$ cat src/ct_regs.svh
// Constants for the pin connectivity test logic: timing and entry figures.
// Assumes a single 100 MHz core clock; included by its bare name.
//
// Function
// - Term 0 = A1^A6^PAR, term 1 = A8^ALERT^A9
// - Term 2 = A2^A5^A15, term 3 = A0^A7^A11
// - Term 4 = CK_c^ODT^CAS; term 5 = CKE^RAS^A10
// - Term 6 = ACT^A4^BA1; term 8 = WE^A12^BA0
// - Term 7 mixes mask pins, BG1, true clock
// - Term 9 = BG0^A3^(RESET and TEN)
// - Sixteen-bit: even DQ terms, odd DQ inverted; the code drives DQ13 with term 7 uninverted
// - Eight-bit: DQ0-7 terms 0-7, strobes 8,9
// - Four-bit: DQn = term 2n ^ term 2n+1
// - TEN ignores clocks; test mode within 200ns
// - No refresh while test mode active
// - TEN accepted from any device state
// - Outputs settle within 200ns of new pattern
// - Outputs driven only while chip select low
// - All termination off during test mode
`ifndef CT_REGS_SVH
`define CT_REGS_SVH

// Clock period in ns
`define CT_CLK_PERIOD_NS 10
// Longest time from TEN rising to test mode, in ns
`define CT_ENABLE_NS 200
// Longest time from new pattern to settled outputs, in ns
`define CT_VALID_NS 200
// Longest times rounded down to whole cycles
`define CT_ENABLE_CYC (`CT_ENABLE_NS / `CT_CLK_PERIOD_NS)
`define CT_VALID_CYC (`CT_VALID_NS / `CT_CLK_PERIOD_NS)
// Cycles spent in pin synchronisers, the state register and the output register
`define CT_PATH_LAT 4
// Entry wait counted inside the state machine
`define CT_ENTRY_WAIT (`CT_ENABLE_CYC - `CT_PATH_LAT)
// Width of the entry counter
`define CT_CNT_W 5

`endif

$ cat src/ct_pkg.sv
// Types for the pin connectivity test logic.
// Assumes ct_regs.svh supplies the numeric constants.
package ct_pkg;

   // Test mode sequencing
   typedef enum logic [1:0] {
      CT_OFF    = 2'b00,
      CT_ENTER  = 2'b01,
      CT_ACTIVE = 2'b10
   } ct_state_t;

   // Data width organisation of the part
   typedef enum logic [1:0] {
      ORG_X4  = 2'b00,
      ORG_X8  = 2'b01,
      ORG_X16 = 2'b10
   } org_t;

endpackage

$ cat src/connectivity_test_xor_tree.sv
// Top of the pin connectivity test logic: synchronisers, mode sequencing,
// output mapping and pin enables.
// Assumes test pins arrive asynchronously and the pads resolve the wire
// level from the output enables; normal memory logic reads the mode flags.
`timescale 1ns/1ns
`include "ct_regs.svh"
module connectivity_test_xor_tree
   import ct_pkg::*;
(
   input wire logic core_clk,
   input wire logic rst,
   input wire logic ten,
   input wire logic cs_n,
   input wire logic [16:0] addr,
   input wire logic [1:0] ba,
   input wire logic [1:0] bg,
   input wire logic act_n,
   input wire logic cke,
   input wire logic odt,
   input wire logic ck_t,
   input wire logic ck_c,
   input wire logic par,
   input wire logic alert_n,
   input wire logic ldm_n,
   input wire logic udm_n,
   input wire logic reset_n,
   input wire logic sixteen_bit_org_flag,
   input wire logic eight_bit_org_flag,
   output logic [15:0] dq_out,
   output logic [15:0] dq_oe,
   output logic dqsl_t_out,
   output logic dqsl_c_out,
   output logic dqsl_oe,
   output logic dqsu_t_out,
   output logic dqsu_c_out,
   output logic dqsu_oe,
   output logic pin_continuity_test,
   output logic clk_ignore,
   output logic refresh_block,
   output logic odt_off,
   output logic reinit_required
);

   // =====================================================================
   // Functions
   // =====================================================================

   // Organisation from the two flags
   function automatic org_t org_of(input logic f16, input logic f8);
      if (f16) begin
         return ORG_X16;
      end else if (f8) begin
         return ORG_X8;
      end
      return ORG_X4;
   endfunction

   // Data pin values for each organisation
   function automatic logic [15:0] map_dq(input logic [9:0] t, input org_t org);
      logic [15:0] v;
      v = 16'h0000;
      unique case (org)
         ORG_X16: begin
            for (int i = 0; i < 6; i++) begin
               v[2*i] = t[i];
               v[2*i+1] = ~t[i];
            end
            v[12] = t[6];
            v[13] = t[7];
            v[14] = t[8];
            v[15] = ~t[8];
         end
         ORG_X8: begin
            v[7:0] = t[7:0];
         end
         ORG_X4: begin
            for (int i = 0; i < 4; i++) begin
               v[i] = t[2*i] ^ t[2*i+1];
            end
         end
      endcase
      return v;
   endfunction

   // Data pins enabled for each organisation
   function automatic logic [15:0] dq_width_mask(input org_t org);
      logic [15:0] m;
      m = 16'h000F;
      unique case (org)
         ORG_X16: m = 16'hFFFF;
         ORG_X8:  m = 16'h00FF;
         ORG_X4:  m = 16'h000F;
      endcase
      return m;
   endfunction

   // =====================================================================
   // Pin synchronisers
   // =====================================================================

   localparam int SYNC_W = 35;

   logic [SYNC_W-1:0] pins_raw;
   logic [SYNC_W-1:0] meta_q;
   logic [SYNC_W-1:0] meta_d;
   logic [SYNC_W-1:0] pins_q;
   logic [SYNC_W-1:0] pins_d;

   assign pins_raw = {ten, cs_n, addr, ba, bg, act_n, cke, odt, ck_t, ck_c, par,
                      alert_n, ldm_n, udm_n, reset_n, sixteen_bit_org_flag,
                      eight_bit_org_flag};

   // Two stage capture; only pins_q is read by logic
   always_comb begin
      meta_d = pins_raw;
      pins_d = meta_q;
   end

   always_ff @(posedge core_clk) begin
      if (rst) begin
         meta_q <= '0;
         pins_q <= '0;
      end else begin
         meta_q <= meta_d;
         pins_q <= pins_d;
      end
   end

   logic ten_s;
   logic cs_n_s;
   logic [16:0] addr_s;
   logic [1:0] ba_s;
   logic [1:0] bg_s;
   logic act_n_s;
   logic cke_s;
   logic odt_s;
   logic ck_t_s;
   logic ck_c_s;
   logic par_s;
   logic alert_n_s;
   logic ldm_n_s;
   logic udm_n_s;
   logic reset_n_s;
   logic f16_s;
   logic f8_s;

   assign {ten_s, cs_n_s, addr_s, ba_s, bg_s, act_n_s, cke_s, odt_s, ck_t_s, ck_c_s,
           par_s, alert_n_s, ldm_n_s, udm_n_s, reset_n_s, f16_s, f8_s} = pins_q;

   // =====================================================================
   // Parity terms
   // =====================================================================

   logic [9:0] term;

   parity_terms u_terms (
      .addr(addr_s),
      .ba(ba_s),
      .bg(bg_s),
      .act_n(act_n_s),
      .cke(cke_s),
      .odt(odt_s),
      .ck_t(ck_t_s),
      .ck_c(ck_c_s),
      .par(par_s),
      .alert_n(alert_n_s),
      .ldm_n(ldm_n_s),
      .udm_n(udm_n_s),
      .reset_n(reset_n_s),
      .ten(ten_s),
      .sixteen_bit_org_flag(f16_s),
      .eight_bit_org_flag(f8_s),
      .parity_term(term)
   );

   // =====================================================================
   // Mode sequencing
   // =====================================================================

   ct_state_t state_q;
   ct_state_t state_d;
   logic [`CT_CNT_W-1:0] cnt_q;
   logic [`CT_CNT_W-1:0] cnt_d;
   logic reinit_q;
   logic reinit_d;

   // Entry wait, exit on TEN low, reinit flag until reset pin and TEN both low
   always_comb begin
      state_d = state_q;
      cnt_d = cnt_q;
      reinit_d = reinit_q;
      // Clear comes first so that a new exit in the same cycle wins
      if (!reset_n_s && !ten_s) begin
         reinit_d = 1'b0;
      end
      unique case (state_q)
         CT_OFF: begin
            if (ten_s) begin
               state_d = CT_ENTER;
               cnt_d = '0;
            end
         end
         CT_ENTER: begin
            if (!ten_s) begin
               state_d = CT_OFF;
               reinit_d = 1'b1;
            end else if (cnt_q == `CT_CNT_W'(`CT_ENTRY_WAIT - 1)) begin
               state_d = CT_ACTIVE;
            end else begin
               cnt_d = cnt_q + `CT_CNT_W'(1);
            end
         end
         CT_ACTIVE: begin
            if (!ten_s) begin
               state_d = CT_OFF;
               reinit_d = 1'b1;
            end
         end
         default: begin
            state_d = CT_OFF;
         end
      endcase
   end

   always_ff @(posedge core_clk) begin
      if (rst) begin
         state_q <= CT_OFF;
         cnt_q <= '0;
         reinit_q <= 1'b0;
      end else begin
         state_q <= state_d;
         cnt_q <= cnt_d;
         reinit_q <= reinit_d;
      end
   end

   // =====================================================================
   // Output registers
   // =====================================================================

   logic [15:0] dq_q;
   logic [15:0] dq_d;
   logic [15:0] dq_oe_q;
   logic [15:0] dq_oe_d;
   logic [3:0] dqs_q;
   logic [3:0] dqs_d;
   logic [1:0] dqs_oe_q;
   logic [1:0] dqs_oe_d;
   logic [3:0] flags_q;
   logic [3:0] flags_d;
   logic drive;
   org_t org;

   assign org = org_of(f16_s, f8_s);

   // drive only with chip select low
   assign drive = (state_q == CT_ACTIVE) & ~cs_n_s;

   // Pin values and enables, one register stage after the terms
   always_comb begin
      dq_d = map_dq(term, org);
      dq_oe_d = drive ? dq_width_mask(org) : 16'h0000;
      if (org == ORG_X16) begin
         dqs_d = {~term[9], term[9], term[9], ~term[9]};
         dqs_oe_d = {drive, drive};
      end else begin
         // strobe pair on terms 8 and 9
         dqs_d = {2'b00, term[8], term[9]};
         dqs_oe_d = {1'b0, drive};
      end
      flags_d[0] = ten_s | (state_q != CT_OFF); // Held until the mode has left
      flags_d[1] = ten_s | (state_q != CT_OFF);
      flags_d[2] = ten_s | (state_q != CT_OFF);
      flags_d[3] = (state_q == CT_ACTIVE);
   end

   always_ff @(posedge core_clk) begin
      if (rst) begin
         dq_q <= 16'h0000;
         dq_oe_q <= 16'h0000;
         dqs_q <= 4'h0;
         dqs_oe_q <= 2'h0;
         flags_q <= 4'h0;
      end else begin
         dq_q <= dq_d;
         dq_oe_q <= dq_oe_d;
         dqs_q <= dqs_d;
         dqs_oe_q <= dqs_oe_d;
         flags_q <= flags_d;
      end
   end

   // Port connections, all from registers
   assign dq_out = dq_q;
   assign dq_oe = dq_oe_q;
   assign dqsl_t_out = dqs_q[1];
   assign dqsl_c_out = dqs_q[0];
   assign dqsu_t_out = dqs_q[3];
   assign dqsu_c_out = dqs_q[2];
   assign dqsl_oe = dqs_oe_q[0];
   assign dqsu_oe = dqs_oe_q[1];
   assign clk_ignore = flags_q[0];
   assign refresh_block = flags_q[1];
   assign odt_off = flags_q[2];
   assign pin_continuity_test = flags_q[3];
   assign reinit_required = reinit_q;

endmodule

$ cat src/parity_terms.sv
// Ten exclusive-or parity terms of the pin connectivity test.
// Assumes every input is already synchronised to core_clk.
`timescale 1ns/1ns
module parity_terms
   import ct_pkg::*;
(
   input wire logic [16:0] addr,
   input wire logic [1:0] ba,
   input wire logic [1:0] bg,
   input wire logic act_n,
   input wire logic cke,
   input wire logic odt,
   input wire logic ck_t,
   input wire logic ck_c,
   input wire logic par,
   input wire logic alert_n,
   input wire logic ldm_n,
   input wire logic udm_n,
   input wire logic reset_n,
   input wire logic ten,
   input wire logic sixteen_bit_org_flag,
   input wire logic eight_bit_org_flag,
   output logic [9:0] parity_term
);

   logic term7_a;
   logic term7_b;

   // Mask pin selection by organisation
   assign term7_a = sixteen_bit_org_flag ? udm_n : bg[1];
   assign term7_b = (sixteen_bit_org_flag | eight_bit_org_flag) & ldm_n;

   // Term equations
   always_comb begin
      parity_term[0] = addr[1] ^ addr[6] ^ par;
      parity_term[1] = addr[8] ^ alert_n ^ addr[9];
      parity_term[2] = addr[2] ^ addr[5] ^ addr[15];
      parity_term[3] = addr[0] ^ addr[7] ^ addr[11];
      parity_term[4] = ck_c ^ odt ^ addr[15];
      parity_term[5] = cke ^ addr[16] ^ addr[10];
      parity_term[6] = act_n ^ addr[4] ^ ba[1];
      parity_term[8] = addr[14] ^ addr[12] ^ ba[0];
      parity_term[7] = term7_a ^ term7_b ^ ck_t;
      parity_term[9] = bg[0] ^ addr[3] ^ (reset_n & ten);
   end

endmodule
$ cat config.mk
export PLATFORM = sky130hd
export DESIGN_NAME = connectivity_test_xor_tree
export DESIGN_NICKNAME = d
export VERILOG_FILES = /design/src/ct_pkg.sv /design/src/connectivity_test_xor_tree.sv /design/src/parity_terms.sv
export VERILOG_INCLUDE_DIRS = /design/src
export SDC_FILE = /design/constraint.sdc
export NUM_CORES = 1
export LEC_CHECK = 0
export ABC_AREA = 1
export BUFFER_PORTS_ARGS = -buffer_cell sky130_fd_sc_hd__buf_4
export CORE_UTILIZATION = 53
export DETAILED_ROUTE_END_ITERATION = 8
export MAX_ROUTING_LAYER = met4
export PLACE_DENSITY = 0.77
export SKIP_CTS_REPAIR_TIMING = 1
export SLEW_MARGIN = 15
export SYNTH_ARGS = -nofsm -noshare
export SYNTH_HDL_FRONTEND = slang
export SYNTH_SLANG_ARGS = --single-unit
$ cat constraint.sdc
create_clock -name core_clk -period 1.7 [get_ports core_clk]
set_input_delay 0.34 -clock core_clk [delete_from_list [all_inputs] [get_ports core_clk]]
set_output_delay 0.34 -clock core_clk [all_outputs]
set_load 0.005 [all_outputs]
==> impl_metrics.ini, run 1 <==
[status]
outcome = finished, final reports clean

[floorplanning]
die-area_mm2 = 0.00735
die_h_um = 85.7
io_pins = 80
rows = 30
core_area_mm2 = 0.00679
start_util_pct = 54.7
fp.dieW_um = 85.7

[worst_setup_path]
cp-end-kind = flip-flop
path_buf_inv = 1
cp-endpoint = state_q[0]
reg2reg_depth = 9
reg2reg_from = cnt_q[0]
slowest_delay_ns = 0.37
startpoint = cnt_q[0]
rrSetupSlack_ns = 0.19
worstSetupPathDepth = 9
crit_path_top_delay_cell = dfxtp_1
critical_path_class = flip-flop to flip-flop
reg2reg_to = state_q[0]
start_kind = flip-flop
cp_max_fo = 6
cp.arrival_ns = 1.77
critical_path_required_ns = 1.95
crit_chain = ha_1 > nand2_1 > nor2_1 > ha_1 > inv_1 > nand2_2 > nand2_1 > o21ai_0 > a21oi_1
cp_top_family = simple AND/OR/NAND/NOR gates

[synthesis]
synth_nets = 509
yosys_warnings = 0
synthCells = 467
synth_cell_types = 31
ys_seq_elements = 103
seq_area_frac_synth_pct = 55.5
syn_area_mm2 = 0.00371
avgSynthCellArea_um2 = 7.95

[clock_network]
cts_sinks = 103
clock_latency_ns = 0.36
cts_tree = yes
clockBufferDepth = 2
path_clk_slew_ns = 0.10
numCtsBuffers = 9
clock-root-buffer = clkbuf_8
htree_levels = 3

[global_route]
grt_pass1_wl_um = 10000
grt_overflow_total = 0
grt_antenna_before_repair = 0
grt_pass1_vias = 2448
grt_max_degree = 49
track_usage_pct = 18.0

[sta]
timing.final.crit_period_ns = 1.51
slew_violations = 0
finalClockSkew_ns = 0.0160
worstMarginPinSlew_ns = 0.500
finalSetupTns_ns = 0
max_freq_mhz = 660
hold_violations = 0
relSlewSlack_pct = 66.6
final.setup.worst_slack_ns = 0.185
rsz0062_at_grt = no
fin_crit_sh_pct = 89.1
setup_viol_count_final = 0

[placed_design]
portBuffers = 78
gp_congestion = 0.808
preCtsSetupSlack_ns = 0.212
dp_hpwl_um = 4360

[hold_path]
hp-class = input port to flip-flop

[routing]
wl_per_cell_um = 9.22
num_vias = 2675
route.antenna.remaining_nets = 0
vias_per_cell = 4.23
first_iter_violations = 125
route.detailed.drc = 0
wl_um = 5840
first_pass_iters = 6

[finish]
nets = 574
multi_input_area_mm2 = 0.00107
diodes = 0
drive_gt1_share_pct = 20.9
seqCellArea_mm2 = 0.00206
fillers = 574
syn_to_final_growth_pct = 20.1

[power]
p_total_uw = 4790
ir_drop_mv = 0.508
power_density_mw_per_mm2 = 1070
p_leak_uw = 0.00225

[job]
max-cap-violations = 0
-- worst min path at each step --
stage                     from          to  slack (ns)  cells past startpoint
global route           addr[7]  meta_q[23]        0.16                      3
finish                addr[11]  meta_q[27]        0.17                      3
floorplan            meta_q[0]   pins_q[0]        0.39                      2
CTS                   addr[11]  meta_q[27]        0.16                      3
detailed placement  meta_q[18]  pins_q[18]        0.39                      2
global placement    meta_q[11]  pins_q[11]        0.39                      2
-- final cells by class --
cell class	count	area share [%]
clock buffers	10	2.86
well taps	96	2.69
repair buffers	80	13.5
multi-input cells	229	24.1
inverters	109	9.22
clock inverters	6	1.49
flip-flops and latches	103	46.2
-- where the power goes --
group	total [µW]	switching, µW	internal [µW]	leakage (µW)
clock	1500	809	693	0.000101
combinational	649	338	311	0.00131
sequential	2640	72.1	2570	0.000848
total	4790	1220	3570	0.00225
-- cell usage after synthesis --
library cell | number | share of area [%]
clkbuf_1 | 3 | 0.30
and3_1 | 1 | 0.17
nand3_1 | 18 | 2.4
nand3b_2 | 1 | 0.30
o22ai_1 | 3 | 0.51
dfxtp_1 | 103 | 56
xnor2_1 | 2 | 0.47
nand2_1 | 68 | 6.9
nor3_1 | 5 | 0.67
nand2_4 | 1 | 0.30
buf_4 | 15 | 3.0
inv_4 | 1 | 0.17
buf_2 | 4 | 0.54
xor2_1 | 2 | 0.47
buf_6 | 1 | 0.30
nand3b_1 | 4 | 0.81
a21oi_2 | 2 | 0.47
xor2_2 | 1 | 0.44
nand2_2 | 6 | 1.0
nor2_4 | 1 | 0.30
nor2_2 | 1 | 0.17
a21oi_1 | 12 | 1.6
ha_1 | 5 | 1.7
nor2_1 | 90 | 9.1
buf_1 | 3 | 0.30
inv_1 | 106 | 11
o21ai_0 | 3 | 0.40
or2_1 | 1 | 0.17
xnor2_2 | 1 | 0.44
inv_2 | 2 | 0.20
o21ai_1 | 1 | 0.13
-- cell usage in the layout, fill, tap and decap left out --
cell type / n
nor2_1: 90
xnor2_2: 1
nand2_2: 6
nor2_4: 1
nand2_1: 68
and3_1: 1
or2_1: 1
xnor2_1: 2
a21oi_1: 12
xor2_1: 2
nor2_2: 1
bufinv_16: 1
nand3_1: 18
dfxtp_1: 103
inv_6: 3
ha_1: 5
a21oi_2: 2
clkbuf_8: 9
nand3b_1: 4
xor2_2: 1
nand3b_2: 1
clkbuf_1: 1
inv_4: 1
nor3_1: 5
inv_2: 2
nand2_4: 1
o21ai_0: 3
o21ai_1: 1
o22ai_1: 3
buf_4: 80
clkinv_2: 2
inv_1: 106
-- flip-flops by register name, indices dropped and copies added, names as in the netlist --
register	flops
cnt_q	5
dq_oe	3
dq_out	16
dqs_oe_q	2
dqs_q	4
flags_q	2
meta_q	34
pins_q	34
reinit_required	1
state_q	2
-- stage by stage --
step	utilization (%)	cell area, µm²	hold slack (ns)	std cells
2_1_floorplan	-	3710	0.388	467
3_3_place_gp	62.8	4270	0.390	617
3_5_place_dp	62.8	4270	0.393	617
4_1_cts	65.7	4460	0.156	633
5_1_grt	65.7	4460	0.156	633
6_report	65.7	4460	0.174	633
-- metal layers --
| metal | up-vias | track usage (%) | share of wire [%] |
|---|---|---|---|
| met5 | - | - | 0 |
| met3 | 8 | 5.00 | 4.7 |
| met4 | 0 | 7.88 | 1.7 |
| met1 | 1130 | 20.0 | 46 |
| li1 | 1468 | - | - |
| met2 | 69 | 30.3 | 47 |
-- logic make-up (layout without fill, tap and decap cells) --
group           Yosys count  after routing  synth area share, %
compound gates           21             21                 3.13
xor+xnor                  6              6                 1.82
fa+ha+maj                 5              5                 1.68
buf+inv                 135            205                 15.6
flops                   103            103                 55.5
simple gates            197            197                 22.3
-- worst reg2reg max path: stages, from the launching register on --
cell,delay (ns)
dfxtp_1,0.37
ha_1,0.18
nand2_1,0.08
nor2_1,0.09
ha_1,0.15
inv_1,0.06
nand2_2,0.13
nand2_1,0.12
o21ai_0,0.16
a21oi_1,0.06
(Power assumes the default switching activity.)
==> run 2: changes to the inputs <==
- ABC_AREA: 1 -> 0
- CORE_UTILIZATION: 53 -> 52
- GPL_ROUTABILITY_DRIVEN: unset -> 0
- PLACE_DENSITY: 0.77 -> 0.76
==> impl_metrics.ini, run 2 <==
[clock_network]
numCtsBuffers = 9
cts_sinks = 103
clockBufferDepth = 2
cts_tree = yes
clock-root-buffer = clkbuf_8
clock_latency_ns = 0.36
path_clk_slew_ns = 0.10
htree_levels = 3

[worst_setup_path]
critical_path_class = flip-flop to flip-flop
slowest_delay_ns = 0.35
critical_path_required_ns = 1.94
cp.arrival_ns = 1.83
cp_max_fo = 4
start_kind = flip-flop
crit_path_top_delay_cell = dfxtp_2
cp_common_cell = ha_4
cp-end-kind = flip-flop
crit_chain = ha_4 > and3_4 > ha_4 > nand2b_4 > a31oi_4 > mux2i_1 > nor2_1
cp_top_family = simple AND/OR/NAND/NOR gates
path_buf_inv = 0

[status]
outcome = finished, final reports clean

[synthesis]
synth_edf_count = 0
avgSynthCellArea_um2 = 10.9
synth_top_area_share_pct = 59.3
synth_ff_type = dfxtp_1
synthTopCellsByCount = dfxtp_1, nor2b_1, nor2_1, xnor2_1, buf_4
yosysMostFrequentCell = dfxtp_1
seq_area_frac_synth_pct = 59.3
ys_seq_elements = 103
yosysTopAreaCell = dfxtp_1
synthArstFlopShare_pct = 0
synth.area.top_cells = dfxtp_1, nor2b_1, xnor2_1
synth_nets = 360
synth_cell_types = 34
synthCells = 318
yosys_warnings = 0
syn_area_mm2 = 0.00347

[sta]
timing.final.crit_period_ns = 1.59
fin_crit_sh_pct = 93.6
relSlewSlack_pct = 71.6
max_freq_mhz = 629
hold_slack_ns = 0.186
worstMarginPinSlew_ns = 0.423
final.setup.worst_slack_ns = 0.109
hold_violations = 0
slew_violations = 0
finalClockSkew_ns = 0.00981
setup_viol_count_final = 0

[finish]
nets = 428
final_cell_mix = dfxtp_1, buf_4, nor2b_1
instances_no_fill = 468
diodes = 0
fillers = 497
fin_area_mm2 = 0.00430
drive_gt1_share_pct = 28.4
syn_to_final_growth_pct = 23.6
final_util_pct = 67.3
final_common_cell = dfxtp_1

[floorplanning]
fp.dieW_um = 83.7
die_h_um = 83.7
io_pins = 80
core_area_mm2 = 0.00639
start_util_pct = 54.4
die-area_mm2 = 0.00701
rows = 29

[routing]
route.detailed.drc = 0
vias_per_cell = 4.59
first_iter_violations = 49
wl_um = 5390
wl_per_cell_um = 11.5
route.antenna.remaining_nets = 0
first_pass_iters = 6
num_vias = 2148

[power]
ir_drop_mv = 0.748
p_leak_uw = 0.00186
pwr-share-seq_pct = 56.4
comb_power_share_pct = 9.2
switching_share_pct = 23.6
power_density_mw_per_mm2 = 1060
switchingPower_uw = 1070
p_clk_share_pct = 34.4
intPower_uw = 3470

[global_route]
grt_antenna_before_repair = 0
grt_overflow_total = 0
grt_pass1_vias = 1985
grt_pass1_wl_um = 8740
grt_max_degree = 38
track_usage_pct = 16.6

[placed_design]
preCtsSetupSlack_ns = -0.0262
dp_hpwl_um = 3730
post-place-cells = 452
place_area_mm2 = 0.00403
portBuffers = 78

[job]
max-cap-violations = 0

[hold_path]
hp-class = input port to flip-flop
-- run 2: cell count changes in the layout (fill, tap and decap cells not counted), moves of 8 or more --
cell	delta
inv_1	-98
nand2_1	-59
nand3_1	-18
nor2_1	-68
nor2b_1	+69
xnor2_1	+14
xor2_1	+8
-- run 2: worst reg2reg max path, stage by stage, from the launching register on --
cell      delay [ns]
dfxtp_2         0.35
ha_4            0.15
and3_4          0.18
ha_4            0.16
nand2b_4        0.14
a31oi_4         0.21
mux2i_1         0.22
nor2_1          0.06
-- run 2: final timing paths --
check / startpoint / end / slack [ns] / cells past startpoint
setup / recovery: cnt_q[1] / state_q[0] / 0.11 / 7
hold / removal: addr[12] / meta_q[28] / 0.19 / 2
setup reg to reg: cnt_q[1] / state_q[0] / 0.11 / 7
hold reg to reg: meta_q[8] / pins_q[8] / 0.44 / 1
-- run 2: logic make-up (layout without fill, tap and decap cells) --
group           after synthesis  count (layout)  share of synthesized area, %
compound gates               23              23                          4.18
xor+xnor                     29              29                          8.53
fa+ha+maj                     5               5                          1.80
buf+inv                      36             109                          6.01
flops                       103             103                          59.3
mux                           3               3                         0.864
simple gates                119             119                          19.3
-- run 2: through the flow --
stage,TNS [ns],power (µW)
after floorplan,0,2860
after global placement,0,3010
after detailed placement,-0.0306,3020
after CTS,-0.141,4570
after global routing,-0.00826,4740
final,0,4550
-- run 2: layout make-up --
type	count	area, µm²	share of cell area (%)
inverters	8	30.0	0.699
repair buffers	85	638	14.9
clock buffers	9	124	2.88
flip-flops and latches	103	2060	48.1
multi-input cells	179	1260	29.2
clock inverters	7	86.3	2.01
well taps	77	96.3	2.24
-- run 2: layer usage --
layer / track usage [%] / wire length [µm] / share of wire (%)
met2: 25.9 / 2510 / 47
met1: 19.6 / 2370 / 44
met3: 4.06 / 362 / 6.7
met5: - / 0 / 0
met4: 9.24 / 150 / 2.8
-- run 2: power groups by stage --
| stage | clock (µW) | sequential [µW] | combinational [µW] |
|---|---|---|---|
| after floorplan | 0 | 2610 | 251 |
| after global placement | 0 | 2620 | 394 |
| after detailed placement | 0 | 2620 | 402 |
| after CTS | 1590 | 2570 | 406 |
| after global routing | 1700 | 2580 | 462 |
| final | 1560 | 2570 | 418 |
